[src/hdl/wcf_cfg.svh]
// Constants of the write cache flush selector: offsets, fields, resets.
// Assumes inclusion by bare name from the design files.
`ifndef WCF_CFG_SVH
`define WCF_CFG_SVH

// Register indices; byte address is four times the index
`define WCF_CTRL_IDX      30'h0000_00dc
`define WCF_SCRATCH_IDX   30'h0000_00de
`define WCF_CTRL_ADDR     {`WCF_CTRL_IDX, 2'b00}
`define WCF_SCRATCH_ADDR  {`WCF_SCRATCH_IDX, 2'b00}

// Control register fields
`define WCF_MODE_LSB      0
`define WCF_MODE_MSB      1
`define WCF_MASK12_BIT    2
`define WCF_MASK13_BIT    3

// Reset values
`define WCF_CTRL_RST      8'h00
`define WCF_SCRATCH_RST   16'h0000

// Write address top bit, and lowest bit that is always compared
`define WCF_ADDR_MSB      33
`define WCF_CMP_LSB       14

// Bus responses
`define WCF_RESP_OKAY     2'h0
`define WCF_RESP_SLVERR   2'h2

`endif

[src/hdl/wcf_pkg.sv]
// Types shared by the write cache flush selector modules.
// Assumes wcf_cfg.svh is present on the include path.
`default_nettype none
`include "wcf_cfg.svh"

package wcf_pkg;

  // Flush policy, in field encoding order
  typedef enum logic [1:0] {
    MODE_PAGE_HIT,
    MODE_ROW_MISS,
    MODE_RESERVED,
    MODE_LRU_ONLY
  } flush_mode_e;

  typedef logic [`WCF_ADDR_MSB:0] waddr_t;

endpackage

`default_nettype wire

[src/hdl/pick_if.sv]
// Carrier between the entry table and the age ordering picker.
// Assumes one clock; all members are driven on that clock.
`timescale 1ns/1ns
`default_nettype none

interface pick_if #(
  parameter int N = 8
);
  localparam int IW = $clog2(N);

  logic [N-1:0]  valid;
  logic [N-1:0]  cand;
  logic          alloc;
  logic [IW-1:0] alloc_idx;
  logic [IW-1:0] idx;
  logic          found;
  logic          from_cand;

  modport picker (input valid, cand, alloc, alloc_idx, output idx, found, from_cand);
  modport owner  (output valid, cand, alloc, alloc_idx, input idx, found, from_cand);
endinterface

`default_nettype wire

[src/hdl/wcf_flush_selector.sv]
// Write cache flush selector: entry address table, flush policy and the
// AXI4-Lite register slave holding the control and scratchpad registers.
// Assumes alloc/take come from logic on core_clk_i; cache data is elsewhere.
`timescale 1ns/1ns
`default_nettype none
`include "wcf_cfg.svh"

module wcf_flush_selector
  import wcf_pkg::*;
#(
  parameter int N  = 8,
  parameter int IW = $clog2(N)
) (
  input  wire logic          core_clk_i,
  input  wire logic          srst_i,
  // Fill side: a write posted into cache slot alloc_idx_i
  input  wire logic          alloc_i,
  input  wire logic [IW-1:0] alloc_idx_i,
  input  wire waddr_t        alloc_addr_i,
  // Flush side: DRAM controller takes the offered entry
  input  wire logic          take_i,
  output logic               sel_valid_o,
  output logic [IW-1:0]      sel_idx_o,
  output waddr_t             sel_addr_o,
  output logic               sel_spatial_o,
  // AXI4-Lite slave
  input  wire logic [31:0]   s_axi_awaddr,
  input  wire logic          s_axi_awvalid,
  output logic               s_axi_awready,
  input  wire logic [31:0]   s_axi_wdata,
  input  wire logic [3:0]    s_axi_wstrb,
  input  wire logic          s_axi_wvalid,
  output logic               s_axi_wready,
  output logic [1:0]         s_axi_bresp,
  output logic               s_axi_bvalid,
  input  wire logic          s_axi_bready,
  input  wire logic [31:0]   s_axi_araddr,
  input  wire logic          s_axi_arvalid,
  output logic               s_axi_arready,
  output logic [31:0]        s_axi_rdata,
  output logic [1:0]         s_axi_rresp,
  output logic               s_axi_rvalid,
  input  wire logic          s_axi_rready
);

  // ---------------- register file ----------------
  flush_mode_e  ctrl_mode;
  logic [1:0]   ctrl_mask;   // {bit 13 mask, bit 12 mask}
  logic [15:0]  scratch;
  logic [31:0]  aw_addr;
  logic [31:0]  w_data;
  logic [3:0]   w_strb;

  // Write decode on the held address and data
  wire logic wr_fire    = !s_axi_awready && !s_axi_wready && !s_axi_bvalid;
  wire logic wr_ctrl    = aw_addr == `WCF_CTRL_ADDR;
  wire logic wr_scratch = aw_addr == `WCF_SCRATCH_ADDR;
  wire logic rd_ctrl    = s_axi_araddr == `WCF_CTRL_ADDR;
  wire logic rd_scratch = s_axi_araddr == `WCF_SCRATCH_ADDR;
  wire logic ar_fire    = s_axi_arvalid && s_axi_arready;

  // Reserved control bits 7:4 read zero
  wire logic [31:0] rd_mux = rd_ctrl    ? {28'h000_0000, ctrl_mask, ctrl_mode} :
                             rd_scratch ? {16'h0000, scratch} : 32'h0000_0000;

  // Write channels: each ready drops once its beat is held
  always_ff @(posedge core_clk_i) begin
    if (srst_i) begin
      s_axi_awready <= 1'b1;
      s_axi_wready  <= 1'b1;
      aw_addr       <= 32'h0000_0000;
      w_data        <= 32'h0000_0000;
      w_strb        <= 4'h0;
    end else begin
      if (s_axi_awvalid && s_axi_awready) begin
        s_axi_awready <= 1'b0;
        aw_addr       <= s_axi_awaddr;
      end else if (s_axi_bvalid && s_axi_bready) begin
        s_axi_awready <= 1'b1;
      end
      if (s_axi_wvalid && s_axi_wready) begin
        s_axi_wready <= 1'b0;
        w_data       <= s_axi_wdata;
        w_strb       <= s_axi_wstrb;
      end else if (s_axi_bvalid && s_axi_bready) begin
        s_axi_wready <= 1'b1;
      end
    end
  end

  // Response one cycle after both beats are held; unmapped gets SLVERR
  always_ff @(posedge core_clk_i) begin
    if (srst_i) begin
      s_axi_bvalid <= 1'b0;
      s_axi_bresp  <= `WCF_RESP_OKAY;
    end else if (s_axi_bvalid && s_axi_bready) begin
      s_axi_bvalid <= 1'b0;
    end else if (wr_fire) begin
      s_axi_bvalid <= 1'b1;
      s_axi_bresp  <= (wr_ctrl || wr_scratch) ? `WCF_RESP_OKAY : `WCF_RESP_SLVERR;
    end
  end

  // Register storage; the scratchpad feeds nothing but the read mux
  always_ff @(posedge core_clk_i) begin
    if (srst_i) begin
      ctrl_mode <= flush_mode_e'(2'(`WCF_CTRL_RST));
      ctrl_mask <= 2'(`WCF_CTRL_RST >> `WCF_MASK12_BIT);
      scratch   <= `WCF_SCRATCH_RST;
    end else if (wr_fire) begin
      if (wr_ctrl && w_strb[0]) begin
        ctrl_mode <= flush_mode_e'(w_data[`WCF_MODE_MSB:`WCF_MODE_LSB]);
        ctrl_mask <= {w_data[`WCF_MASK13_BIT], w_data[`WCF_MASK12_BIT]};
      end
      if (wr_scratch && w_strb[0]) begin
        scratch[7:0] <= w_data[7:0];
      end
      if (wr_scratch && w_strb[1]) begin
        scratch[15:8] <= w_data[15:8];
      end
    end
  end

  // Read channel: data one cycle after the address is taken
  always_ff @(posedge core_clk_i) begin
    if (srst_i) begin
      s_axi_arready <= 1'b1;
      s_axi_rvalid  <= 1'b0;
      s_axi_rdata   <= 32'h0000_0000;
      s_axi_rresp   <= `WCF_RESP_OKAY;
    end else if (ar_fire) begin
      s_axi_arready <= 1'b0;
      s_axi_rvalid  <= 1'b1;
      s_axi_rdata   <= rd_mux;
      s_axi_rresp   <= (rd_ctrl || rd_scratch) ? `WCF_RESP_OKAY : `WCF_RESP_SLVERR;
    end else if (s_axi_rvalid && s_axi_rready) begin
      s_axi_arready <= 1'b1;
      s_axi_rvalid  <= 1'b0;
    end
  end

  // ---------------- entry table ----------------
  logic [N-1:0] valid;
  waddr_t       addr [N];
  waddr_t       last_addr;
  logic         last_valid;
  logic [N-1:0] hit;
  logic [N-1:0] cand;

  wire logic take_ok   = take_i && sel_valid_o;
  wire logic page_mode = ctrl_mode == MODE_PAGE_HIT;
  wire logic row_mode  = ctrl_mode == MODE_ROW_MISS;

  pick_if #(.N(N)) pk ();

  genvar i;
  generate
    for (i = 0; i < N; i++) begin : g_ent
      wcf_spatial_cmp u_cmp (
        .core_clk_i (core_clk_i),
        .srst_i     (srst_i),
        .last_i     (last_addr),
        .entry_i    (addr[i]),
        .mask_i     (ctrl_mask),
        .hit_o      (hit[i])
      );
      // No candidates before the first flush or in LRU/reserved mode
      assign cand[i] = last_valid && valid[i] &&
                       ((page_mode && hit[i]) || (row_mode && !hit[i]));

      // Allocation wins over a take of the same slot
      always_ff @(posedge core_clk_i) begin
        if (srst_i) begin
          valid[i] <= 1'b0;
          addr[i]  <= '0;
        end else if (alloc_i && alloc_idx_i == IW'(i)) begin
          valid[i] <= 1'b1;
          addr[i]  <= alloc_addr_i;
        end else if (take_ok && sel_idx_o == IW'(i)) begin
          valid[i] <= 1'b0;
        end
      end
    end
  endgenerate

  assign pk.valid     = valid;
  assign pk.cand      = cand;
  assign pk.alloc     = alloc_i;
  assign pk.alloc_idx = alloc_idx_i;

  wcf_lru_pick #(.N(N)) u_pick (
    .core_clk_i (core_clk_i),
    .srst_i     (srst_i),
    .pk         (pk)
  );

  // Remember the flushed address as the reference for the next search
  always_ff @(posedge core_clk_i) begin
    if (srst_i) begin
      last_addr  <= '0;
      last_valid <= 1'b0;
    end else if (take_ok) begin
      last_addr  <= sel_addr_o;
      last_valid <= 1'b1;
    end
  end

  // Offer is registered; it drops for one cycle after a take so a stale
  // choice is never offered twice
  always_ff @(posedge core_clk_i) begin
    if (srst_i) begin
      sel_valid_o   <= 1'b0;
      sel_idx_o     <= '0;
      sel_addr_o    <= '0;
      sel_spatial_o <= 1'b0;
    end else begin
      sel_valid_o   <= pk.found && !take_ok && !alloc_i;
      sel_idx_o     <= pk.idx;
      sel_addr_o    <= addr[pk.idx];
      sel_spatial_o <= pk.from_cand;
    end
  end

  // ---------------- checks ----------------
  wire logic cand_at_pick = cand[pk.idx];
  wire logic quiet        = !take_ok && !alloc_i;

  property p_reset_mode;
    @(posedge core_clk_i) $fell(srst_i) |-> (ctrl_mode == MODE_PAGE_HIT && ctrl_mask == 2'b00);
  endproperty
  a_reset_mode: assert property (p_reset_mode) else $error("mode not 00 after reset");

  property p_spatial_first;
    @(posedge core_clk_i) disable iff (srst_i)
      (|cand && quiet) |=> (sel_valid_o && sel_spatial_o && $past(cand_at_pick));
  endproperty
  a_spatial_first: assert property (p_spatial_first) else $error("spatial candidate skipped");

  property p_lru_fallback;
    @(posedge core_clk_i) disable iff (srst_i)
      (!(|cand) && |valid && quiet) |=> (sel_valid_o && !sel_spatial_o);
  endproperty
  a_lru_fallback: assert property (p_lru_fallback) else $error("LRU fallback missing");

  property p_page_hit;
    @(posedge core_clk_i) disable iff (srst_i)
      (page_mode && last_valid) |-> (cand == (valid & hit));
  endproperty
  a_page_hit: assert property (p_page_hit) else $error("page hit candidates wrong");

  property p_row_miss;
    @(posedge core_clk_i) disable iff (srst_i)
      (row_mode && last_valid) |-> (cand == (valid & ~hit));
  endproperty
  a_row_miss: assert property (p_row_miss) else $error("row miss candidates wrong");

  property p_lru_mode;
    @(posedge core_clk_i) disable iff (srst_i)
      (!page_mode && !row_mode) |-> (cand == '0);
  endproperty
  a_lru_mode: assert property (p_lru_mode) else $error("spatial active in LRU mode");

  property p_scratch_inert;
    @(posedge core_clk_i) disable iff (srst_i)
      (wr_fire && wr_scratch) |=> ($stable(ctrl_mode) && $stable(ctrl_mask)
                                   && $stable(sel_spatial_o));
  endproperty
  a_scratch_inert: assert property (p_scratch_inert) else $error("scratchpad had an effect");

  property p_read_lat;
    @(posedge core_clk_i) disable iff (srst_i)
      ar_fire |=> (s_axi_rvalid && !s_axi_arready);
  endproperty
  a_read_lat: assert property (p_read_lat) else $error("read data not next cycle");

  c_spatial: cover property (@(posedge core_clk_i) disable iff (srst_i)
                             take_ok && sel_spatial_o);
  c_lru:     cover property (@(posedge core_clk_i) disable iff (srst_i)
                             take_ok && !sel_spatial_o && last_valid);
  c_rowmiss: cover property (@(posedge core_clk_i) disable iff (srst_i)
                             row_mode && |cand);
  c_write:   cover property (@(posedge core_clk_i) disable iff (srst_i)
                             wr_fire && wr_ctrl);

endmodule

`default_nettype wire

[src/hdl/wcf_spatial_cmp.sv]
// Masked compare of one cached write address against the last flushed one.
// Assumes both addresses are stable registers on core_clk_i.
`timescale 1ns/1ns
`default_nettype none

module wcf_spatial_cmp
  import wcf_pkg::*;
(
  input  wire logic       core_clk_i,
  input  wire logic       srst_i,
  input  wire waddr_t     last_i,
  input  wire waddr_t     entry_i,
  input  wire logic [1:0] mask_i,
  output logic            hit_o
);

  // Bits 33..14 always compared; 13 and 12 only while unmasked
  wire logic upper_eq = last_i[`WCF_ADDR_MSB:`WCF_CMP_LSB]
                        == entry_i[`WCF_ADDR_MSB:`WCF_CMP_LSB];
  wire logic b13_eq   = mask_i[1] || (last_i[13] == entry_i[13]);
  wire logic b12_eq   = mask_i[0] || (last_i[12] == entry_i[12]);
  // A masked bit reads as equal, so it can neither make a miss nor spoil a hit
  assign hit_o = upper_eq && b13_eq && b12_eq;

  property p_upper;
    @(posedge core_clk_i) disable iff (srst_i)
      (last_i[31:16] != entry_i[31:16]) |-> !hit_o;
  endproperty
  a_upper: assert property (p_upper) else $error("upper bits differ yet hit");

  property p_b13;
    @(posedge core_clk_i) disable iff (srst_i)
      (last_i[13] != entry_i[13]) |-> (hit_o == (mask_i[1] && upper_eq && b12_eq));
  endproperty
  a_b13: assert property (p_b13) else $error("bit 13 mask misapplied");

  property p_b12;
    @(posedge core_clk_i) disable iff (srst_i)
      (last_i[12] != entry_i[12]) |-> (hit_o == (mask_i[0] && upper_eq && b13_eq));
  endproperty
  a_b12: assert property (p_b12) else $error("bit 12 mask misapplied");

  property p_masked_only;
    @(posedge core_clk_i) disable iff (srst_i)
      (mask_i == 2'b11 && last_i[`WCF_ADDR_MSB:`WCF_CMP_LSB]
       == entry_i[`WCF_ADDR_MSB:`WCF_CMP_LSB]) |-> hit_o;
  endproperty
  a_masked_only: assert property (p_masked_only) else $error("masked bits changed result");

endmodule

`default_nettype wire

[src/hdl/wcf_lru_pick.sv]
// Age ordering of cache entries and pick of the oldest in a candidate set.
// Assumes the table clears valid itself; a freed slot keeps stale age bits.
`timescale 1ns/1ns
`default_nettype none

module wcf_lru_pick #(
  parameter int N = 8
) (
  input  wire logic core_clk_i,
  input  wire logic srst_i,
  pick_if.picker    pk
);
  localparam int IW = $clog2(N);

  // older[j][i] set means entry j was written before entry i
  logic [N-1:0] older [N];
  logic [N-1:0] pool;
  logic [N-1:0] win;
  logic [N-1:0] col [N];

  // Spatial candidates first, otherwise every valid entry
  assign pk.from_cand = |(pk.cand & pk.valid);
  assign pool = pk.from_cand ? (pk.cand & pk.valid) : pk.valid;
  assign pk.found = |pool;

  genvar i, j;
  generate
    for (i = 0; i < N; i++) begin : g_row
      for (j = 0; j < N; j++) begin : g_col
        assign col[i][j] = older[j][i];
        // New write becomes youngest: all others older than it
        always_ff @(posedge core_clk_i) begin
          if (srst_i) begin
            older[i][j] <= 1'b0;
          end else if (pk.alloc && pk.alloc_idx == IW'(i)) begin
            older[i][j] <= 1'b0;
          end else if (pk.alloc && pk.alloc_idx == IW'(j)) begin
            older[i][j] <= 1'b1;
          end
        end
      end
      // Winner has nobody older than itself in the pool
      assign win[i] = pool[i] && !(|(pool & col[i]));
    end
  endgenerate

  // Encode the single winner to an index
  always_comb begin
    pk.idx = '0;
    for (int k = 0; k < N; k++) begin
      if (win[k]) begin
        pk.idx = IW'(k);
      end
    end
  end

  property p_oldest;
    @(posedge core_clk_i) disable iff (srst_i)
      pk.found |-> (pool[pk.idx] && !(|(pool & col[pk.idx])));
  endproperty
  a_oldest: assert property (p_oldest) else $error("pick is not the oldest in pool");

endmodule

`default_nettype wire

[config.mk]
export PLATFORM = sky130hd
export DESIGN_NAME = wcf_flush_selector
export DESIGN_NICKNAME = d
export VERILOG_FILES = /design/src/hdl/wcf_pkg.sv /design/src/hdl/pick_if.sv /design/src/hdl/wcf_flush_selector.sv /design/src/hdl/wcf_spatial_cmp.sv /design/src/hdl/wcf_lru_pick.sv
export VERILOG_INCLUDE_DIRS = /design/src /design/src/hdl
export SDC_FILE = /design/constraint.sdc
export NUM_CORES = 1
export LEC_CHECK = 0
export BUFFER_PORTS_ARGS = -buffer_cell sky130_fd_sc_hd__clkbuf_2
export CAP_MARGIN = 20
export CORE_UTILIZATION = 50
export CTS_BUF_LIST = sky130_fd_sc_hd__clkbuf_8 sky130_fd_sc_hd__clkbuf_16
export CTS_CLUSTER_DIAMETER = 60
export CTS_CLUSTER_SIZE = 40
export DETAILED_ROUTE_END_ITERATION = 8
export GPL_TIMING_DRIVEN = 0
export HOLD_SLACK_MARGIN = 0.06
export PLACE_DENSITY = 0.69
export SLEW_MARGIN = 20
export SYNTH_ARGS = -nofsm -noshare
export SYNTH_HDL_FRONTEND = slang
export SYNTH_HIERARCHICAL = 1
export SYNTH_SLANG_ARGS = --single-unit
[constraint.sdc]
create_clock -name core_clk_i -period 7.4 [get_ports core_clk_i]
set_input_delay 0.74 -clock core_clk_i [delete_from_list [all_inputs] [get_ports core_clk_i]]
set_output_delay 0.74 -clock core_clk_i [all_outputs]
set_load 0.1 [all_outputs]
# After elaboration in Yosys (flattened, before gate mapping)
# Memory sizes are Yosys's and may differ from the RTL's. A register that Yosys moved wholly into a read port is not among the register bits.
# Cells that the tools add are included.
[totals]
output_inout_bits = 80
memories = 2
ram_bits = 336
input_bits = 146
elab_cells = 725
reg_bits = 159
[mem_list]
columns = ["name", "words", "word_bits", "read_ports", "rd_ports_with_merged_regs", "write_ports", "line_no", "rtl"]
rows = [
  ["addr", 8, 34, 9, 1, 8, "wcf_flush_selector.sv:144", "waddr_t addr [N];"],
  ["u_pick.older", 8, 8, 8, 0, 8, "wcf_lru_pick.sv:16", "logic [N-1:0] older [N];"],
]
[op_classes]
muxes = 357
bitwise_logic = 137
n_reduce_logical = 158
n_eq_ne = 43
[ops]
columns = ["op", "count"]
rows = [
  ["1-bit 2-to-1 mux", 338],
  ["34-bit 2-to-1 mux", 8],
  ["20-bit == test", 8],
  ["32-bit by 10-bit == test with 1-bit output (second input constant)", 4],
  ["1-bit bitwise OR", 128],
  ["1-bit logical AND", 84],
  ["8-bit OR reduction", 9],
  ["8-bit AND", 8],
  ["16-bit 2-to-1 mux", 2],
  ["1-bit logical OR", 26],
  ["3-bit == test (second input constant)", 8],
  ["2-bit nonzero test", 11],
  ["1-bit logical NOT", 20],
  ["1-bit == test", 16],
  ["3-bit by 2-bit == test with 1-bit output (second input constant)", 4],
  ["3-bit 2-to-1 mux", 4],
  ["2-bit 2-to-1 mux", 4],
  ["8-bit 2-to-1 mux", 1],
  ["2-bit AND reduction", 4],
  ["3-bit by 1-bit == test with 1-bit output (second input constant)", 2],
  ["3-bit logical NOT", 2],
  ["2-bit by 1-bit == test with 1-bit output (second input constant)", 1],
  ["2-bit logical NOT", 1],
  ["2-bit OR reduction", 1],
  ["1-bit NOT", 1],
]

# Logic depth before layout (Yosys ltp)
# An unclocked memory read counts as a cell.
[depth]
word_depth = 23
ltp_mapped = 21
depth_no_buf = 16

# Modules after synthesis
# Netlist, hierarchy kept.
[by_module_without_submodules]
columns = ["mod", "area_each_um2", "instances", "cells_per_inst", "seq_area_each_um2"]
rows = [
  ["wcf_flush_selector", 18405.2, 1, 1441, 11671.2],
  ["wcf_lru_pick", 2930.3, 1, 282, 1471.4],
  ["wcf_spatial_cmp", 246.5, 8, 30, 0.0],
]

# Worst setup path before layout
# OpenSTA, ideal clock, no wires.
[synth_path]
path_type = "flip-flop to flip-flop"
start = "register last_addr[14]"
end = "register sel_addr_o[13] (read register of addr)"
arrival_ns = 4.319
setup_time_ns = 0.128
setup_slack_ns = 2.953
path_stages_with_launch = 22
path_buffers = 5
period_less_slack_ns = 4.447
required_time_ns = 7.272
cell_sequence = "dfxtp_1 xor2_1 nor4_1 nand4_1 nor3_2 xor2_1 and3_1 a22oi_1 and4_1 buf_6 o21a_1 buf_6 a221oi_2 and4_1 a311oi_1 o31ai_1 clkbuf_1 buf_2 buf_4 mux4_2 mux2i_1 nor2_1"
[synth_between]
elab_chain_cells = 21
elab_cells_between_ends = 102
cone_classes = "8 x eq/ne; 8 x mux; 8 x bitwise; 78 x reduce/logical"
[synth_lines]
columns = ["element", "line_no", "rtl"]
rows = [
  ["start: declaration", "wcf_flush_selector.sv:145", "waddr_t last_addr;"],
  ["start signal: assignment", "wcf_flush_selector.sv:203", "last_addr <= sel_addr_o;"],
  ["20-bit == test (*)", "wcf_spatial_cmp.sv:18", "wire logic upper_eq = last_i[`WCF_ADDR_MSB:`WCF_CMP_LSB]"],
  ["1-bit logical AND (*) (2 in a row)", "wcf_spatial_cmp.sv:23", "assign hit_o = upper_eq && b13_eq && b12_eq;"],
  ["named net hit[6]", "wcf_flush_selector.sv:147", "logic [N-1:0] hit;"],
  ["1-bit logical NOT", "wcf_flush_selector.sv:169", "((page_mode && hit[i]) || (row_mode && !hit[i]));"],
  ["1-bit logical AND", "wcf_flush_selector.sv:169", ""],
  ["1-bit logical OR (*)", "wcf_flush_selector.sv:169", ""],
  ["1-bit logical AND (*)", "wcf_flush_selector.sv:168", "assign cand[i] = last_valid && valid[i] &&"],
  ["named net cand[6]", "wcf_flush_selector.sv:148", "logic [N-1:0] cand;"],
  ["[... 4 more ...]", "-", ""],
  ["8-bit OR reduction", "wcf_lru_pick.sv:43", "assign win[i] = pool[i] && !(|(pool & col[i]));"],
  ["1-bit logical NOT", "wcf_lru_pick.sv:43", ""],
  ["1-bit logical AND", "wcf_lru_pick.sv:43", ""],
  ["1-bit 2-to-1 mux", "wcf_lru_pick.sv:51", "if (win[k]) begin"],
  ["2-bit 2-to-1 mux (2 in a row)", "wcf_lru_pick.sv:51", ""],
  ["3-bit 2-to-1 mux (3 in a row)", "wcf_lru_pick.sv:51", ""],
  ["3-bit 2-to-1 mux (*)", "wcf_lru_pick.sv:51", ""],
  ["named net pk.idx[0]", "pick_if.sv:15", "logic [IW-1:0] idx;"],
  ["end: declaration", "wcf_flush_selector.sv:24", "output waddr_t sel_addr_o,"],
]
# The timed path passes the listed nets; every way through them passes the cells marked *.
# A chain may end at the register's enable or synchronous reset.

# Worst setup path after layout
[layout_path]
start = "register last_addr[19]"
end = "register sel_addr_o[27] (read register of addr)"
[layout_between]
elab_cells_between_ends = 102
cone_classes = "8 x eq/ne; 8 x mux; 8 x bitwise; 78 x reduce/logical"
[layout_rtl]
columns = ["element", "line_no"]
rows = [
  ["20-bit == test (*)", "wcf_spatial_cmp.sv:18"],
  ["1-bit logical AND (*) (2 in a row)", "wcf_spatial_cmp.sv:23"],
  ["named net hit[4]", "wcf_flush_selector.sv:147"],
  ["1-bit logical NOT", "wcf_flush_selector.sv:169"],
  ["1-bit logical AND", "wcf_flush_selector.sv:169"],
  ["1-bit logical OR (*)", "wcf_flush_selector.sv:169"],
  ["1-bit logical AND (*)", "wcf_flush_selector.sv:168"],
  ["named net cand[4]", "wcf_flush_selector.sv:148"],
  ["[... 3 more ...]", "-"],
  ["8-bit AND", "wcf_lru_pick.sv:43"],
  ["8-bit OR reduction", "wcf_lru_pick.sv:43"],
  ["1-bit logical NOT", "wcf_lru_pick.sv:43"],
  ["1-bit logical AND", "wcf_lru_pick.sv:43"],
  ["2-bit 2-to-1 mux (2 in a row)", "wcf_lru_pick.sv:51"],
  ["3-bit 2-to-1 mux (3 in a row)", "wcf_lru_pick.sv:51"],
  ["3-bit 2-to-1 mux (*)", "wcf_lru_pick.sv:51"],
  ["named net pk.idx[1]", "pick_if.sv:15"],
]
# Marked as above.

==> results.py <==
metrics = {
    "timing": {
        "slew_viol_final": 0,
        "fin_crit_ns": 6.58,
        "setup_viol": 0,
        "timing.final.ws_setup_ns": 0.817,
        "fin_crit_sh_pct": 89.0,
        "setup_tns_ns": 0,
        "worst_pin_slew_ns": 1.10,
        "timing.final.hold_violations": 0,
        "finalClockSkew_ns": 0.0444,
        "rsz0062_at_grt": "false",
        "slew_headroom_pct": 26.9,
        "fmax_mhz": 152,
    },
    "floorplan": {
        "die-height_um": 216,
        "rows": 78,
        "dieArea_um2": 46700,
        "core_area_um2": 45300,
        "initial_core_util_pct": 50.6,
        "boundaryPins": 226,
        "die_width_um": 216,
    },
    "clock_tree": {
        "cts-root-buf": "clkbuf_16",
        "cts_max_level": 2,
        "cts_buffers": 37,
        "cts.clk_slew.worst_paths_ns": 0.09,
        "cts_tree": "built",
        "clk_path_buf_depth": 3,
        "cts.sinks": 484,
        "clk_latency_ns": 0.59,
        "cts_setup_buffers": 0,
        "ctsResizeCount": 0,
        "hold_buffers": 0,
    },
    "power": {
        "p_comb_share_pct": 16.4,
        "seqPwrFrac_pct": 49.2,
        "power_switching_mw": 1.98,
        "switching_share_pct": 30.8,
        "finalPower_mw": 6.44,
        "p_clk_share_pct": 34.4,
        "power_leakage_nw": 9.87,
        "vdd_drop_max_mv": 0.158,
        "pwr_density_cell_nw_per_um2": 243,
        "p_int_mw": 4.45,
    },
    "routing": {
        "viasPerCell": 5.76,
        "wl_um": 65600,
        "routedWlPerCell_um": 23.4,
        "vias": 16200,
        "drtPass1Iterations": 6,
        "ant_nets": 0,
        "dr.first_iter.drc_count": 1841,
        "drc": 0,
    },
    "setup_path": {
        "path_class": "flip-flop to flip-flop",
        "end_kind": "flip-flop",
        "cp_max_fo": 10,
        "ff2ff_setup_slack_ns": 0.82,
        "required_ns": 7.81,
        "cp.arrival_ns": 7.00,
        "cp-start-kind": "flip-flop",
    },
    "global_route": {
        "grt_max_degree": 30,
        "grt_pass1_wl_um": 97000,
        "gr-total-overflow": 0,
        "grt_pass1_vias": 16200,
        "antenna_found_initial": 2,
        "grt_util_all_layers_pct": 27.9,
    },
    "cells_and_area": {
        "nNetsFinal": 2323,
        "drive_gt1_share_pct": 19.1,
        "syn2layout_area_growth_pct": 15.8,
        "final_util_pct": 58.6,
        "final_common_cell": "edfxtp_1",
        "layout_common_cells": "edfxtp_1 (321), and2_1 (275), nand2_1 (241)",
    },
    "yosys": {
        "synth_warnings": 6,
        "syn_inst": 1914,
        "avgSynthCellArea_um2": 12.0,
        "synth_area_um2": 22900,
    },
    "placement": {
        "post-place-ws_ns": 1.01,
        "portBuffers": 188,
        "dp_hpwl_um": 47200,
        "routabilityCongestion": 0.935,
    },
    "outcome": {
        "outcome": "complete, no violations",
    },
    "min_path": {
        "hold_class": "input port to flip-flop",
    },
    "run": {
        "max_cap_violations": 0,
    },
}
## worst paths after layout
check	start	endpoint	cells past startpoint
setup / recovery	last_addr[19]$_SDFFE_PP0P_	sel_addr_o[27]$_SDFF_PP0_	19
hold / removal	s_axi_awaddr[30]	aw_addr[30]$_SDFFE_PP0P_	3
setup reg to reg	last_addr[19]$_SDFFE_PP0P_	sel_addr_o[27]$_SDFF_PP0_	19
hold reg to reg	w_data[6]$_SDFFE_PP0P_	scratch[6]$_SDFFE_PP0P_	2
## layout make-up
class / count / area, um^2
Antenna cell: 3 / 7.51
Buffer: 140 / 623
Clock buffer: 39 / 976
Clock inverter: 28 / 365
Fill cell: 3710 / 18700
Inverter: 4 / 15.0
Multi-Input combinational cell: 1303 / 9540
Sequential cell: 484 / 12900
Tap cell: 600 / 751
Timing Repair Buffer: 207 / 1360
## stage by stage
| step | area (um^2) | instances | hold WS [ns] |
|---|---|---|---|
| 2_1_floorplan | 23000 | 1931 | 0.432 |
| 3_3_place_gp | 24700 | 2719 | 0.438 |
| 3_5_place_dp | 25200 | 2737 | 0.444 |
| 4_1_cts | 26500 | 2804 | 0.334 |
| 5_1_grt | 26500 | 2806 | 0.356 |
| 6_report | 26500 | 2808 | 0.357 |
## worst max-delay path, stage by stage, from the launching register on
cell and delay (ns):
dfxtp_1 0.62, xor2_1 0.14, nor4_1 0.78, nand4_1 0.35, nor3_2 0.23, xor2_1 0.19
and3_1 0.22, a22oi_1 0.14, a41oi_1 0.65, and3b_1 0.27, a2111oi_2 0.28, and3_1 0.26
a41oi_1 0.10, a21bo_1 0.24, clkbuf_1 0.26, buf_2 0.42, buf_1 0.60, mux4_2 0.45
mux2i_1 0.16, nor2_1 0.07
## power groups by stage
stage               combinational, mW  clock [mW]  sequential [mW]
global placement                0.999           0             3.23
floorplan                       0.501           0             3.44
CTS                              1.05        2.24             3.17
detailed placement               1.05           0             3.23
finish                           1.06        2.21             3.17
global route                     1.11        2.33             3.18
## routing by layer
layer | part of all wire, % | vias up | wire length (um) | global-route usage, %
met2 | 49 | 742 | 32000 | 46.8
li1 | - | 7355 | - | -
met1 | 39 | 7909 | 25600 | 35.5
met5 | 0.017 | - | 11 | 0
met4 | 3.9 | 2 | 2590 | 12.0
met3 | 8.2 | 174 | 5400 | 5.14
## flip-flops by register name, indices dropped and copies added, names as in the netlist, 2 cells and up
signal	flops
addr	272
w_data	16
last_addr	22
w_strb	2
ctrl_mode	2
sel_addr_o	34
ctrl_mask	2
s_axi_rdata	16
aw_addr	32
pk.valid	8
scratch	16
sel_idx_o	3
u_pick/older	49
Note: power is estimated with default switching activity, not from simulation.
